==> src/rtl/ced_pkg.sv <==
// Shared types and constants of the CAN error detection and fault confinement block.
package ced_pkg;

   // Frame field that the framer reports for the bit now at the sample point.
   typedef enum logic [3:0] {
      FLD_IDLE     = 4'b0000, // Bus idle, no frame in progress.
      FLD_SOF      = 4'b0001, // Start-of-frame bit.
      FLD_ARB      = 4'b0010, // Arbitration field.
      FLD_CTRL     = 4'b0011, // Control field.
      FLD_DATA     = 4'b0100, // Data field.
      FLD_CRC      = 4'b0101, // CRC sequence.
      FLD_CRC_DLM  = 4'b0110, // CRC delimiter.
      FLD_ACK_SLOT = 4'b0111, // Acknowledge slot.
      FLD_ACK_DLM  = 4'b1000, // Acknowledge delimiter.
      FLD_EOF      = 4'b1001, // End-of-frame field.
      FLD_IFS      = 4'b1010, // Interframe space.
      FLD_ERRF     = 4'b1011  // Error frame in progress.
   } ced_field_t;

   // Fault confinement state.
   typedef enum logic [1:0] {
      ST_ACTIVE  = 2'b00, // Error-active.
      ST_PASSIVE = 2'b01, // Error-passive.
      ST_BUS_OFF = 2'b10  // Bus-off.
   } ced_state_t;

   // Per-bit information from the framer, valid while the sample enable is high.
   typedef struct packed {
      ced_field_t field;        // Field of the current bit.
      logic       tx_bit;       // Level this node drives, 1 is recessive.
      logic       transmitting; // This node is the transmitter of the frame.
      logic       stuff_bit;    // Current bit is a stuff bit.
   } ced_bit_t;

   // Error kinds found on one bit.
   typedef struct packed {
      logic bit_e;   // Bit error.
      logic stuff_e; // Stuff error.
      logic crc_e;   // CRC error.
      logic form_e;  // Form error.
      logic ack_e;   // Acknowledge error.
   } ced_err_t;

   localparam logic [2:0]  STUFF_RUN      = 3'h6;     // Equal bits that break stuffing.
   localparam int          CRC_W          = 15;       // CRC width.
   localparam logic [14:0] CRC_POLY       = 15'h4599; // CAN CRC-15 polynomial.
   localparam logic [14:0] CRC_INIT       = 15'h0000; // CRC start value.
   localparam logic [8:0]  TEC_INC        = 9'h008;   // Transmit error step.
   localparam logic [7:0]  REC_INC        = 8'h01;    // Receive error step.
   localparam logic [8:0]  PASSIVE_LIMIT  = 9'h07f;   // Passive above this count.
   localparam logic [8:0]  BUS_OFF_LIMIT  = 9'h0ff;   // Bus-off above this count.
   localparam logic [7:0]  REC_RESTORE    = 8'h78;    // REC after success while REC is above the passive limit.
   localparam logic [3:0]  RECOVERY_BITS  = 4'hb;     // Recessive bits per idle run.
   localparam logic [7:0]  RECOVERY_RUNS  = 8'h80;    // Idle runs to leave bus-off.

endpackage : ced_pkg

==> src/rtl/ced_confine.sv <==
`timescale 1ns/1ps
`default_nettype none
// Error counters and the three-state fault confinement machine.
module ced_confine
   import ced_pkg::*;
(
   input  wire logic       clk_sys_in,          // System clock.
   input  wire logic       rst_n_in,            // Synchronous reset, active low.
   input  wire logic       sample_en_in,        // One pulse per bit at the sample point.
   input  wire logic       rx_bit_in,           // Synchronised bus level.
   input  wire logic       rx_err_in,           // Error seen while receiving.
   input  wire logic       tx_err_in,           // Error seen while transmitting.
   input  wire logic       rx_ok_in,            // Frame received without error.
   input  wire logic       tx_ok_in,            // Frame transmitted without error.
   output logic [7:0]      rec_out,             // Receive error count.
   output logic [8:0]      tec_out,             // Transmit error count.
   output ced_state_t      state_out            // Fault confinement state.
);

   logic [7:0] rec_q;   // Receive error counter.
   logic [8:0] tec_q;   // Transmit error counter, nine bits to see the bus-off step.
   ced_state_t state_q; // Current state.
   logic [3:0] run_q;   // Recessive bits in the current idle run.
   logic [7:0] runs_q;  // Completed idle runs while bus-off.
   logic       recovered; // Bus-off recovery complete this cycle.

   assign recovered = sample_en_in && rx_bit_in && (run_q == RECOVERY_BITS - 4'h1)
                      && (runs_q == RECOVERY_RUNS - 8'h01) && (state_q == ST_BUS_OFF);

   // Receive counter: step up on errors, down on success, saturating at both ends.
   always_ff @(posedge clk_sys_in) begin
      if (!rst_n_in || recovered) begin
         rec_q <= 8'h00;
      end else if (state_q == ST_BUS_OFF) begin
         rec_q <= rec_q; // Bus-off freezes reception counting.
      end else if (rx_err_in) begin
         if (rec_q != 8'hff) rec_q <= rec_q + REC_INC;
      end else if (rx_ok_in) begin
         if (rec_q > PASSIVE_LIMIT[7:0]) rec_q <= REC_RESTORE;
         else if (rec_q != 8'h00) rec_q <= rec_q - REC_INC;
      end
   end

   // Transmit counter: plus eight on error, minus one on success.
   always_ff @(posedge clk_sys_in) begin
      if (!rst_n_in || recovered) begin
         tec_q <= 9'h000;
      end else if (state_q == ST_BUS_OFF) begin
         tec_q <= tec_q;
      end else if (tx_err_in) begin
         tec_q <= tec_q + TEC_INC;
      end else if (tx_ok_in && tec_q != 9'h000) begin
         tec_q <= tec_q - 9'h001;
      end
   end

   // State follows the counters; bus-off is left only by the recovery sequence.
   always_ff @(posedge clk_sys_in) begin
      if (!rst_n_in || recovered) begin
         state_q <= ST_ACTIVE;
      end else begin
         case (state_q)
            ST_BUS_OFF: begin
               state_q <= ST_BUS_OFF;
            end
            default: begin
               if (tec_q > BUS_OFF_LIMIT) state_q <= ST_BUS_OFF;
               else if (tec_q > PASSIVE_LIMIT || {1'b0, rec_q} > PASSIVE_LIMIT) begin
                  state_q <= ST_PASSIVE;
               end else state_q <= ST_ACTIVE;
            end
         endcase
      end
   end

   // Recovery counts runs of recessive bits; a dominant bit restarts the run only.
   always_ff @(posedge clk_sys_in) begin
      if (!rst_n_in || state_q != ST_BUS_OFF || recovered) begin
         run_q  <= 4'h0;
         runs_q <= 8'h00;
      end else if (sample_en_in) begin
         if (!rx_bit_in) begin
            run_q <= 4'h0;
         end else if (run_q == RECOVERY_BITS - 4'h1) begin
            run_q  <= 4'h0;
            runs_q <= runs_q + 8'h01;
         end else begin
            run_q <= run_q + 4'h1;
         end
      end
   end

   assign rec_out   = rec_q;
   assign tec_out   = tec_q;
   assign state_out = state_q;

   AST_TEC_STEP: assert property (@(posedge clk_sys_in) disable iff (!rst_n_in)
      tx_err_in && state_q != ST_BUS_OFF |=> tec_q == $past(tec_q) + TEC_INC)
      else $error("Transmit counter did not step by eight.");
   AST_BUS_OFF: assert property (@(posedge clk_sys_in) disable iff (!rst_n_in)
      state_q != ST_BUS_OFF && tec_q > BUS_OFF_LIMIT |=> state_q == ST_BUS_OFF)
      else $error("Bus-off not entered above the limit.");
   AST_PASSIVE: assert property (@(posedge clk_sys_in) disable iff (!rst_n_in)
      state_q == ST_ACTIVE && !recovered && tec_q <= BUS_OFF_LIMIT
      && (tec_q > PASSIVE_LIMIT || {1'b0, rec_q} > PASSIVE_LIMIT) |=> state_q == ST_PASSIVE)
      else $error("Error-passive not entered above the limit.");
   AST_ONE_STATE: assert property (@(posedge clk_sys_in) disable iff (!rst_n_in)
      state_q inside {ST_ACTIVE, ST_PASSIVE, ST_BUS_OFF})
      else $error("Confinement state is not one of the three.");
   COV_BUS_OFF: cover property (@(posedge clk_sys_in) disable iff (!rst_n_in)
      state_q == ST_PASSIVE ##1 state_q == ST_BUS_OFF);

endmodule : ced_confine
`default_nettype wire

==> src/rtl/ced_detect.sv <==
`timescale 1ns/1ps
`default_nettype none
// Operation
// - Transmitter sends recessive ACK, checks dominant.
// - No dominant ACK: error frame, retransmit.
// - Dominant in fixed delimiters or EOF: form error.
// - Transmitter flags read-back mismatch as bit error.
// - Recessive overwritten in arbitration or ACK: fine.
// - Six equal bits SOF to CRC delimiter: stuff error.
// - Any error: error frame; transmitter errors also abort, retransmit.
// - Exactly one of three states from counters.
// - Error-active: free transmit, dominant error flags.
// - Error-passive: transmit, recessive error flags only.
// - Bus-off: neither receive nor transmit.
// - Separate readable receive and transmit counters.
// - Counters follow CAN increment and decrement rules.
// - Receiver checks CRC, mismatch is CRC error.
module ced_detect
   import ced_pkg::*;
(
   input  wire logic       clk_sys_in,               // System clock.
   input  wire logic       rst_n_in,                 // Synchronous reset, active low.
   input  wire logic       rx_pin_in,                // Bus level from the receive pin.
   input  wire logic       sample_en_in,             // One pulse per bit at the sample point.
   input  wire ced_bit_t   bit_info_in,              // Framer view of the current bit.
   output logic            error_frame_out,          // Pulse: start an error frame.
   output logic            passive_flag_out,         // Level: error flag must be recessive.
   output logic            abort_tx_out,             // Pulse: abort the running transmission.
   output logic            retransmit_out,           // Pulse: queue the frame again.
   output logic            participate_out,          // Level: node may use the bus.
   output ced_err_t        err_kind_out,             // Kinds of the last error, registered.
   output logic [7:0]      receive_error_count_out,  // Receive error counter.
   output logic [8:0]      transmit_error_count_out, // Transmit error counter.
   output ced_state_t      error_state_out           // Fault confinement state.
);

   logic        rx_meta_q;    // First synchroniser stage.
   logic        rx_q;         // Second synchroniser stage, the bus level used below.
   logic [2:0]  same_cnt_q;   // Run length of equal bits in the stuffed region.
   logic        last_bit_q;   // Previous bus level in the stuffed region.
   logic [14:0] crc_q;        // Running CRC of the received frame.
   logic        frame_err_q;  // An error has been seen in the current frame.
   ced_field_t  prev_field_q; // Field of the previous bit.
   ced_err_t    err_now;      // Errors found on this bit.
   ced_err_t    err_kind_q;   // Held copy of the last error kinds.
   logic        any_err;      // Some error this bit while on the bus.
   logic        err_pulse_q;  // Registered error frame request.
   logic        abort_q;      // Registered abort request.
   logic        retx_q;       // Registered retransmit request.
   logic        rx_ok;        // Frame received cleanly this bit.
   logic        tx_ok;        // Frame transmitted cleanly this bit.
   logic        in_stuffed;   // Bit is between SOF and the CRC delimiter.
   logic        in_crc;       // Bit feeds the CRC check.
   logic        in_frame;     // Bit belongs to a data or remote frame.
   logic        txing;        // Shorthand for the transmitter flag.
   logic        sent;         // Shorthand for the level driven.
   ced_state_t  state;        // State from the confinement unit.
   logic [7:0]  rec;          // Receive counter from the confinement unit.
   logic [8:0]  tec;          // Transmit counter from the confinement unit.

   // One CRC-15 step; applying it through the CRC field leaves zero on a good frame.
   function automatic logic [14:0] crc_step(input logic [14:0] crc, input logic b);
      logic fb;
      fb = crc[14] ^ b;
      crc_step = {crc[13:0], 1'b0} ^ (fb ? CRC_POLY : CRC_INIT);
   endfunction : crc_step

   // The pin is asynchronous to the system clock, so it passes two flip-flops.
   always_ff @(posedge clk_sys_in) begin
      if (!rst_n_in) begin
         rx_meta_q <= 1'b1;
         rx_q      <= 1'b1;
      end else begin
         rx_meta_q <= rx_pin_in;
         rx_q      <= rx_meta_q;
      end
   end

   assign txing      = bit_info_in.transmitting;
   assign sent       = bit_info_in.tx_bit;
   assign in_stuffed = bit_info_in.field inside {FLD_SOF, FLD_ARB, FLD_CTRL, FLD_DATA,
                                                 FLD_CRC, FLD_CRC_DLM};
   assign in_crc     = bit_info_in.field inside {FLD_SOF, FLD_ARB, FLD_CTRL, FLD_DATA,
                                                 FLD_CRC} && !bit_info_in.stuff_bit;
   assign in_frame   = in_stuffed || bit_info_in.field inside {FLD_ACK_SLOT, FLD_ACK_DLM,
                                                              FLD_EOF};

   // Error checks on the sampled bit; recessive is a one on the bus.
   always_comb begin
      err_now = '0;
      if (sample_en_in) begin
         // A sent recessive bit read back dominant is only an error outside
         // arbitration and the ACK slot, where losing or being acked is normal.
         err_now.bit_e = txing && in_frame && (sent != rx_q)
                         && !(sent && !rx_q && bit_info_in.field inside
                              {FLD_ARB, FLD_ACK_SLOT});
         err_now.stuff_e = in_stuffed && bit_info_in.field != FLD_SOF
                           && rx_q == last_bit_q
                           && same_cnt_q == STUFF_RUN - 3'h1;
         err_now.ack_e = txing && bit_info_in.field == FLD_ACK_SLOT && rx_q;
         err_now.form_e = !rx_q && bit_info_in.field inside
                          {FLD_CRC_DLM, FLD_ACK_DLM, FLD_EOF, FLD_IFS};
         err_now.crc_e = !txing && bit_info_in.field == FLD_CRC_DLM
                         && crc_q != CRC_INIT;
      end
   end

   // Bus-off takes the node off the bus, so nothing it sees counts as an error.
   assign any_err = (|err_now) && state != ST_BUS_OFF;

   // Run-length counter for the stuffing rule, restarted at every start-of-frame.
   always_ff @(posedge clk_sys_in) begin
      if (!rst_n_in) begin
         same_cnt_q <= 3'h0;
         last_bit_q <= 1'b1;
      end else if (sample_en_in && in_stuffed) begin
         if (bit_info_in.field == FLD_SOF || rx_q != last_bit_q) begin
            same_cnt_q <= 3'h1;
         end else if (same_cnt_q != STUFF_RUN) begin
            same_cnt_q <= same_cnt_q + 3'h1;
         end
         last_bit_q <= rx_q;
      end
   end

   // Receiver CRC over SOF to the end of the CRC field, stuff bits left out.
   always_ff @(posedge clk_sys_in) begin
      if (!rst_n_in) begin
         crc_q <= CRC_INIT;
      end else if (sample_en_in && in_crc) begin
         if (bit_info_in.field == FLD_SOF) crc_q <= crc_step(CRC_INIT, rx_q);
         else crc_q <= crc_step(crc_q, rx_q);
      end
   end

   // Frame bookkeeping: an error marks the frame, SOF clears the mark.
   always_ff @(posedge clk_sys_in) begin
      if (!rst_n_in) begin
         frame_err_q  <= 1'b0;
         prev_field_q <= FLD_IDLE;
      end else if (sample_en_in) begin
         prev_field_q <= bit_info_in.field;
         if (any_err) frame_err_q <= 1'b1; // Setting wins over the SOF clear.
         else if (bit_info_in.field == FLD_SOF) frame_err_q <= 1'b0;
      end
   end

   // The frame counts as good once EOF has ended cleanly.
   assign rx_ok = sample_en_in && prev_field_q == FLD_EOF && bit_info_in.field != FLD_EOF
                  && !frame_err_q && !any_err && !txing;
   assign tx_ok = sample_en_in && prev_field_q == FLD_EOF && bit_info_in.field != FLD_EOF
                  && !frame_err_q && !any_err && txing;

   // Error reaction: flag the error; a transmitter also aborts and queues the frame once more.
   always_ff @(posedge clk_sys_in) begin
      if (!rst_n_in) begin
         err_pulse_q <= 1'b0;
         abort_q     <= 1'b0;
         retx_q      <= 1'b0;
         err_kind_q  <= '0;
      end else begin
         err_pulse_q <= any_err;
         abort_q     <= any_err && txing;
         retx_q      <= any_err && txing;
         if (any_err) err_kind_q <= err_now;
      end
   end

   ced_confine u_confine (
      .clk_sys_in   (clk_sys_in),
      .rst_n_in     (rst_n_in),
      .sample_en_in (sample_en_in),
      .rx_bit_in    (rx_q),
      .rx_err_in    (any_err && !txing),
      .tx_err_in    (any_err && txing),
      .rx_ok_in     (rx_ok),
      .tx_ok_in     (tx_ok),
      .rec_out      (rec),
      .tec_out      (tec),
      .state_out    (state)
   );

   assign error_frame_out          = err_pulse_q;
   assign abort_tx_out             = abort_q;
   assign retransmit_out           = retx_q;
   assign passive_flag_out         = (state != ST_ACTIVE);
   assign participate_out          = (state != ST_BUS_OFF);
   assign err_kind_out             = err_kind_q;
   assign receive_error_count_out  = rec;
   assign transmit_error_count_out = tec;
   assign error_state_out          = state;

   AST_ACK_ERR: assert property (@(posedge clk_sys_in) disable iff (!rst_n_in)
      sample_en_in && txing && bit_info_in.field == FLD_ACK_SLOT && rx_q
      && state != ST_BUS_OFF |=> error_frame_out && retransmit_out && err_kind_out.ack_e)
      else $error("Missing ACK did not raise an error frame.");
   AST_ACK_OK: assert property (@(posedge clk_sys_in) disable iff (!rst_n_in)
      sample_en_in && txing && bit_info_in.field == FLD_ACK_SLOT && sent && !rx_q
      |-> !err_now.ack_e && !err_now.bit_e)
      else $error("Dominant ACK was treated as an error.");
   AST_FORM: assert property (@(posedge clk_sys_in) disable iff (!rst_n_in)
      sample_en_in && !rx_q && bit_info_in.field inside {FLD_EOF, FLD_ACK_DLM}
      && state != ST_BUS_OFF |=> error_frame_out && err_kind_out.form_e)
      else $error("Dominant delimiter did not raise a form error.");
   AST_BIT: assert property (@(posedge clk_sys_in) disable iff (!rst_n_in)
      sample_en_in && txing && bit_info_in.field == FLD_DATA && sent != rx_q
      && state != ST_BUS_OFF |=> error_frame_out ##0 abort_tx_out)
      else $error("Read-back mismatch did not raise a bit error.");
   AST_ARB_LOSS: assert property (@(posedge clk_sys_in) disable iff (!rst_n_in)
      sample_en_in && txing && bit_info_in.field == FLD_ARB && sent && !rx_q
      |-> !err_now.bit_e)
      else $error("Lost arbitration was flagged as a bit error.");
   AST_STUFF: assert property (@(posedge clk_sys_in) disable iff (!rst_n_in)
      sample_en_in && in_stuffed && bit_info_in.field != FLD_SOF && rx_q == last_bit_q
      && same_cnt_q == 3'h5 |-> err_now.stuff_e)
      else $error("Sixth equal bit did not raise a stuff error.");
   // The flag is checked one cycle on, since error_frame_out is the registered any_err of the bus-off cycle.
   AST_BUS_OFF_QUIET: assert property (@(posedge clk_sys_in) disable iff (!rst_n_in)
      state == ST_BUS_OFF |-> !participate_out ##1 !error_frame_out)
      else $error("Bus-off node still takes part.");
   AST_PASSIVE_FLAG: assert property (@(posedge clk_sys_in) disable iff (!rst_n_in)
      state == ST_PASSIVE |-> passive_flag_out && participate_out)
      else $error("Error-passive node would send dominant flags.");
   COV_ACK_ERR: cover property (@(posedge clk_sys_in) disable iff (!rst_n_in)
      error_frame_out && err_kind_out.ack_e);
   COV_CRC_ERR: cover property (@(posedge clk_sys_in) disable iff (!rst_n_in)
      error_frame_out && err_kind_out.crc_e);
   COV_TX_OK: cover property (@(posedge clk_sys_in) disable iff (!rst_n_in) tx_ok);

endmodule : ced_detect
`default_nettype wire

==> config.mk <==
export PLATFORM = sky130hd
export DESIGN_NAME = ced_detect
export DESIGN_NICKNAME = d
export VERILOG_FILES = /design/src/rtl/ced_pkg.sv /design/src/rtl/ced_confine.sv /design/src/rtl/ced_detect.sv
export SDC_FILE = /design/constraint.sdc
export NUM_CORES = 1
export LEC_CHECK = 0
export BUFFER_PORTS_ARGS = -buffer_cell sky130_fd_sc_hd__buf_4
export CORE_AREA = 2 2 72 125
export DETAILED_ROUTE_END_ITERATION = 10
export DIE_AREA = 0 0 74 127
export GPL_ROUTABILITY_DRIVEN = 1
export PLACE_DENSITY = 0.71
export SYNTH_ARGS = -nofsm -noshare
export SYNTH_HDL_FRONTEND = slang
export SYNTH_SLANG_ARGS = --single-unit
==> constraint.sdc <==
create_clock -name clk_sys_in -period 2.8 [get_ports clk_sys_in]
set_clock_uncertainty 0.05 [all_clocks]
set_input_delay 0.42 -clock clk_sys_in [delete_from_list [all_inputs] [get_ports clk_sys_in]]
set_output_delay 0.42 -clock clk_sys_in [all_outputs]
set_load 0.05 [all_outputs]
==> flow_summary.rst <==
.. list-table::
   :header-rows: 1

   * - Metric
     - Value
   * - Number of core rows
     - 44
   * - Fraction of the cycle the final worst path needs
     - 88.1%
   * - Total detailed-routing wirelength
     - 8510 um
   * - Net Count, Synth
     - 476
   * - Initial standard-cell utilization of the core
     - 44.4%
   * - Number of distinct library cells after synthesis
     - 63
   * - TritonCTS clock tree
     - yes
   * - Top Ports
     - 40
   * - Detailed-router iteration count before antenna repair
     - 4
   * - Minimum clock period after layout
     - 2.47 ns
   * - Count of buffers added by post-CTS timing repair for setup
     - 0
   * - Async set-reset flop share out of synthesis
     - 0%
   * - Syn-to-layout area delta
     - 19.2%
   * - Die area
     - 9400 um^2
   * - DRC marker count from the first detailed-route iteration
     - 141
   * - Number of buffers on the longest clock path
     - 2
   * - Layout cells sized above 1
     - 15.5%
   * - Setup crit start kind
     - register
   * - Clock Sinks
     - 64
   * - # resized after CTS
     - 0
   * - Global router's overall resource usage
     - 18.7%
   * - CTS hold repair buffers
     - 0
   * - Remaining routing DRC violations
     - 0
   * - Number of slew-limit violations in the final report
     - 0
   * - Number of hold violations in the final report
     - 0
   * - Number of buffers created by CTS
     - 9
   * - Max Freq
     - just over 400 MHz
   * - Critical Path End Type
     - register
   * - Clock slew at reported path FFs
     - 0.05 ns
   * - Biggest area contributors in the synthesized netlist
     - sky130_fd_sc_hd__dfxtp_1 35%, sky130_fd_sc_hd__nand2_1 5.2%, sky130_fd_sc_hd__ha_1 5.1%, sky130_fd_sc_hd__nor2_1 4.7%, sky130_fd_sc_hd__xnor2_1 4.5%
   * - Slew at the pin closest to its max-slew limit
     - 0.500 ns
   * - Global-route wire length before repair
     - 13800 um
   * - Most numerous cell types in the synthesized netlist
     - 64 x sky130_fd_sc_hd__dfxtp_1, 51 x sky130_fd_sc_hd__nand2_1, 46 x sky130_fd_sc_hd__nor2_1
   * - Primary flip-flop cell chosen by synthesis mapping
     - sky130_fd_sc_hd__dfxtp_1
   * - Maximum fanout encountered on the critical timing path
     - 15
   * - Number of maximum-capacitance violations
     - 0
   * - Std-Cell Core Area
     - 8310 um^2
   * - Die Span Y
     - 127 um
   * - Setup violations, final
     - 0
   * - Worst endpoint required time
     - between 3 and 4 ns
   * - Post-DP HPWL
     - between 6000 and 7000 um
   * - Via count normalized by instance count
     - 5.41
   * - Worst setup timing slack at the placement stage
     - 0.190 ns
   * - Cell count after synthesis
     - 450
   * - Worst vdd ir
     - 0.411 mV
   * - Routed wire per std cell
     - 14.1 um
   * - Least setup slack across all paths after layout
     - approximately 0.33 ns
   * - Clock root buffer
     - sky130_fd_sc_hd__clkbuf_16
   * - Antenna Diode Count
     - 0
   * - Placed cell areas
     - 4090 um^2
   * - Number of antenna violations at the first check in global routing
     - 0
   * - Share of synthesized area occupied by flip-flops and latches
     - 34.7%
   * - Overall overflow remaining after global route
     - 0
   * - Vias in the first global route
     - 3025
   * - Flops & latches, synth
     - 64
   * - Status
     - finished clean
   * - Worst skew pair latency
     - 0.33 ns
   * - Count of input and output buffers
     - 39
   * - Setup repair after global routing missed its margin
     - no
   * - Cell type contributing the most total cell area after synthesis
     - sky130_fd_sc_hd__dfxtp_1
   * - Chip Width
     - 74 um
   * - Most common cell in the synthesized netlist
     - sky130_fd_sc_hd__dfxtp_1
   * - Routability congestion estimate
     - 0.882
   * - Yosys warning count
     - 0
   * - Static power due to leakage
     - 1.81 nW
   * - Detailed-route via count
     - 3265
   * - Depth of the CTS H-tree
     - 3
   * - Post-Syn Area per Cell
     - 8.20 um^2
   * - Share of the synthesized area in the top cell type
     - 34.7%
   * - Count of nets after finishing
     - 510
   * - Post-route ant nets
     - 0
   * - Combined area of all synthesized cells
     - between 3000 and 4000 um^2
   * - Class of the tightest hold or removal check
     - in -> reg
   * - Ratio of total power to cell area
     - 541 nW/um^2
   * - Maximum number of pins on one net before global-route repair
     - 37
   * - Final instance area
     - roughly 4400 um^2
   * - Final total negative setup slack
     - 0 ns
   * - Worst path arrival time
     - 2.68 ns
   * - Number of enable-type register cells in the synthesized netlist
     - 0
   * - Relative slew slack
     - 66.4%
   * - Category of the critical setup timing path
     - reg -> reg
==> logic make-up (layout without fill, tap and decap cells) <==
logic type	after synthesis	after routing	synth area share, %
mux	11	11	3.12
flops	64	64	34.7
compound gates	89	89	17.2
xor+xnor	26	26	6.17
buf+inv	44	83	5.43
fa+ha+maj	15	15	5.09
simple gates	201	201	28.3
==> layout make-up <==
| cell class | instances | area [um^2] |
|---|---|---|
| sequential | 64 | 1280 |
| tap | 115 | 144 |
| multi-input combinational | 342 | 2210 |
| fill | 776 | 3910 |
| clock buffer | 11 | 233 |
| timing repair buffer | 52 | 390 |
| clock inverter | 5 | 81.3 |
| inverter | 15 | 56.3 |
==> power by group <==
group	switching (mW)	total, mW	internal (mW)
Sequential	0.0221	0.955	0.933
Combinational	0.150	0.252	0.102
Clock	0.396	1.17	0.779
==> state kept, by name (all words and copies together), names as in the netlist <==
signal / count
frame_err_q: 1
u_confine.runs_q: 8
u_confine.tec_out: 9
rx_meta_q: 1
err_kind_out: 5
last_bit_q: 1
retransmit_out: 1
u_confine.run_q: 4
error_frame_out: 1
prev_field_q: 4
crc_q: 15
u_confine.state_out: 2
u_confine.rec_out: 8
rx_q: 1
same_cnt_q: 3
==> worst paths after layout <==
kind	from	to	slack, ns	depth (start not counted)
worst max register to register	prev_field_q[1]	u_confine.rec_out[0]	0.33	6
worst max-delay path	prev_field_q[1]	u_confine.rec_out[0]	0.33	6
worst min-delay path	rx_pin_in	rx_meta_q	0.23	2
worst min register to register	rx_meta_q	rx_q	0.38	1
==> placed cells by master (no fill, tap or decap), types with 11 or more instances in the layout <==
master,netlist,routed
sky130_fd_sc_hd__a21boi_0,12,12
sky130_fd_sc_hd__a21oi_1,17,17
sky130_fd_sc_hd__buf_4,3,52
sky130_fd_sc_hd__dfxtp_1,64,64
sky130_fd_sc_hd__ha_1,15,15
sky130_fd_sc_hd__inv_1,14,14
sky130_fd_sc_hd__nand2_1,51,51
sky130_fd_sc_hd__nand3_1,20,20
sky130_fd_sc_hd__nor2_1,46,46
sky130_fd_sc_hd__nor2b_1,11,11
sky130_fd_sc_hd__nor3_1,12,12
sky130_fd_sc_hd__o21ai_0,14,14
sky130_fd_sc_hd__xnor2_1,19,19
==> metal layers <==
metal	track usage (%)	up-vias	routed length (um)
li1	-	1660	-
met1	21.5	1536	3600
met5	0	-	0
met4	8.77	0	200
met3	4.42	18	276
met2	31.8	51	4430
==> per-stage QoR <==
step / util [%] / power (mW) / hold slack [ns] / instances
floorplan: - / 1.16 / 0.336 / 450
global placement: 49.1 / 1.22 / 0.376 / 588
detailed placement: 49.1 / 1.23 / 0.380 / 588
CTS: 52.9 / 2.41 / 0.222 / 604
global route: 52.9 / 2.48 / 0.225 / 604
finish: 52.9 / 2.38 / 0.232 / 604
==> worst max-delay path, stage by stage, from the launching register on <==
cell                      delay, ns
sky130_fd_sc_hd__dfxtp_1       0.31
sky130_fd_sc_hd__or4b_1        0.51
sky130_fd_sc_hd__nor3_1        0.45
sky130_fd_sc_hd__nand3_1       0.20
sky130_fd_sc_hd__mux2_4        0.39
sky130_fd_sc_hd__or3_1         0.36
sky130_fd_sc_hd__a21oi_1       0.13
Power figures use the tool's default switching activity.
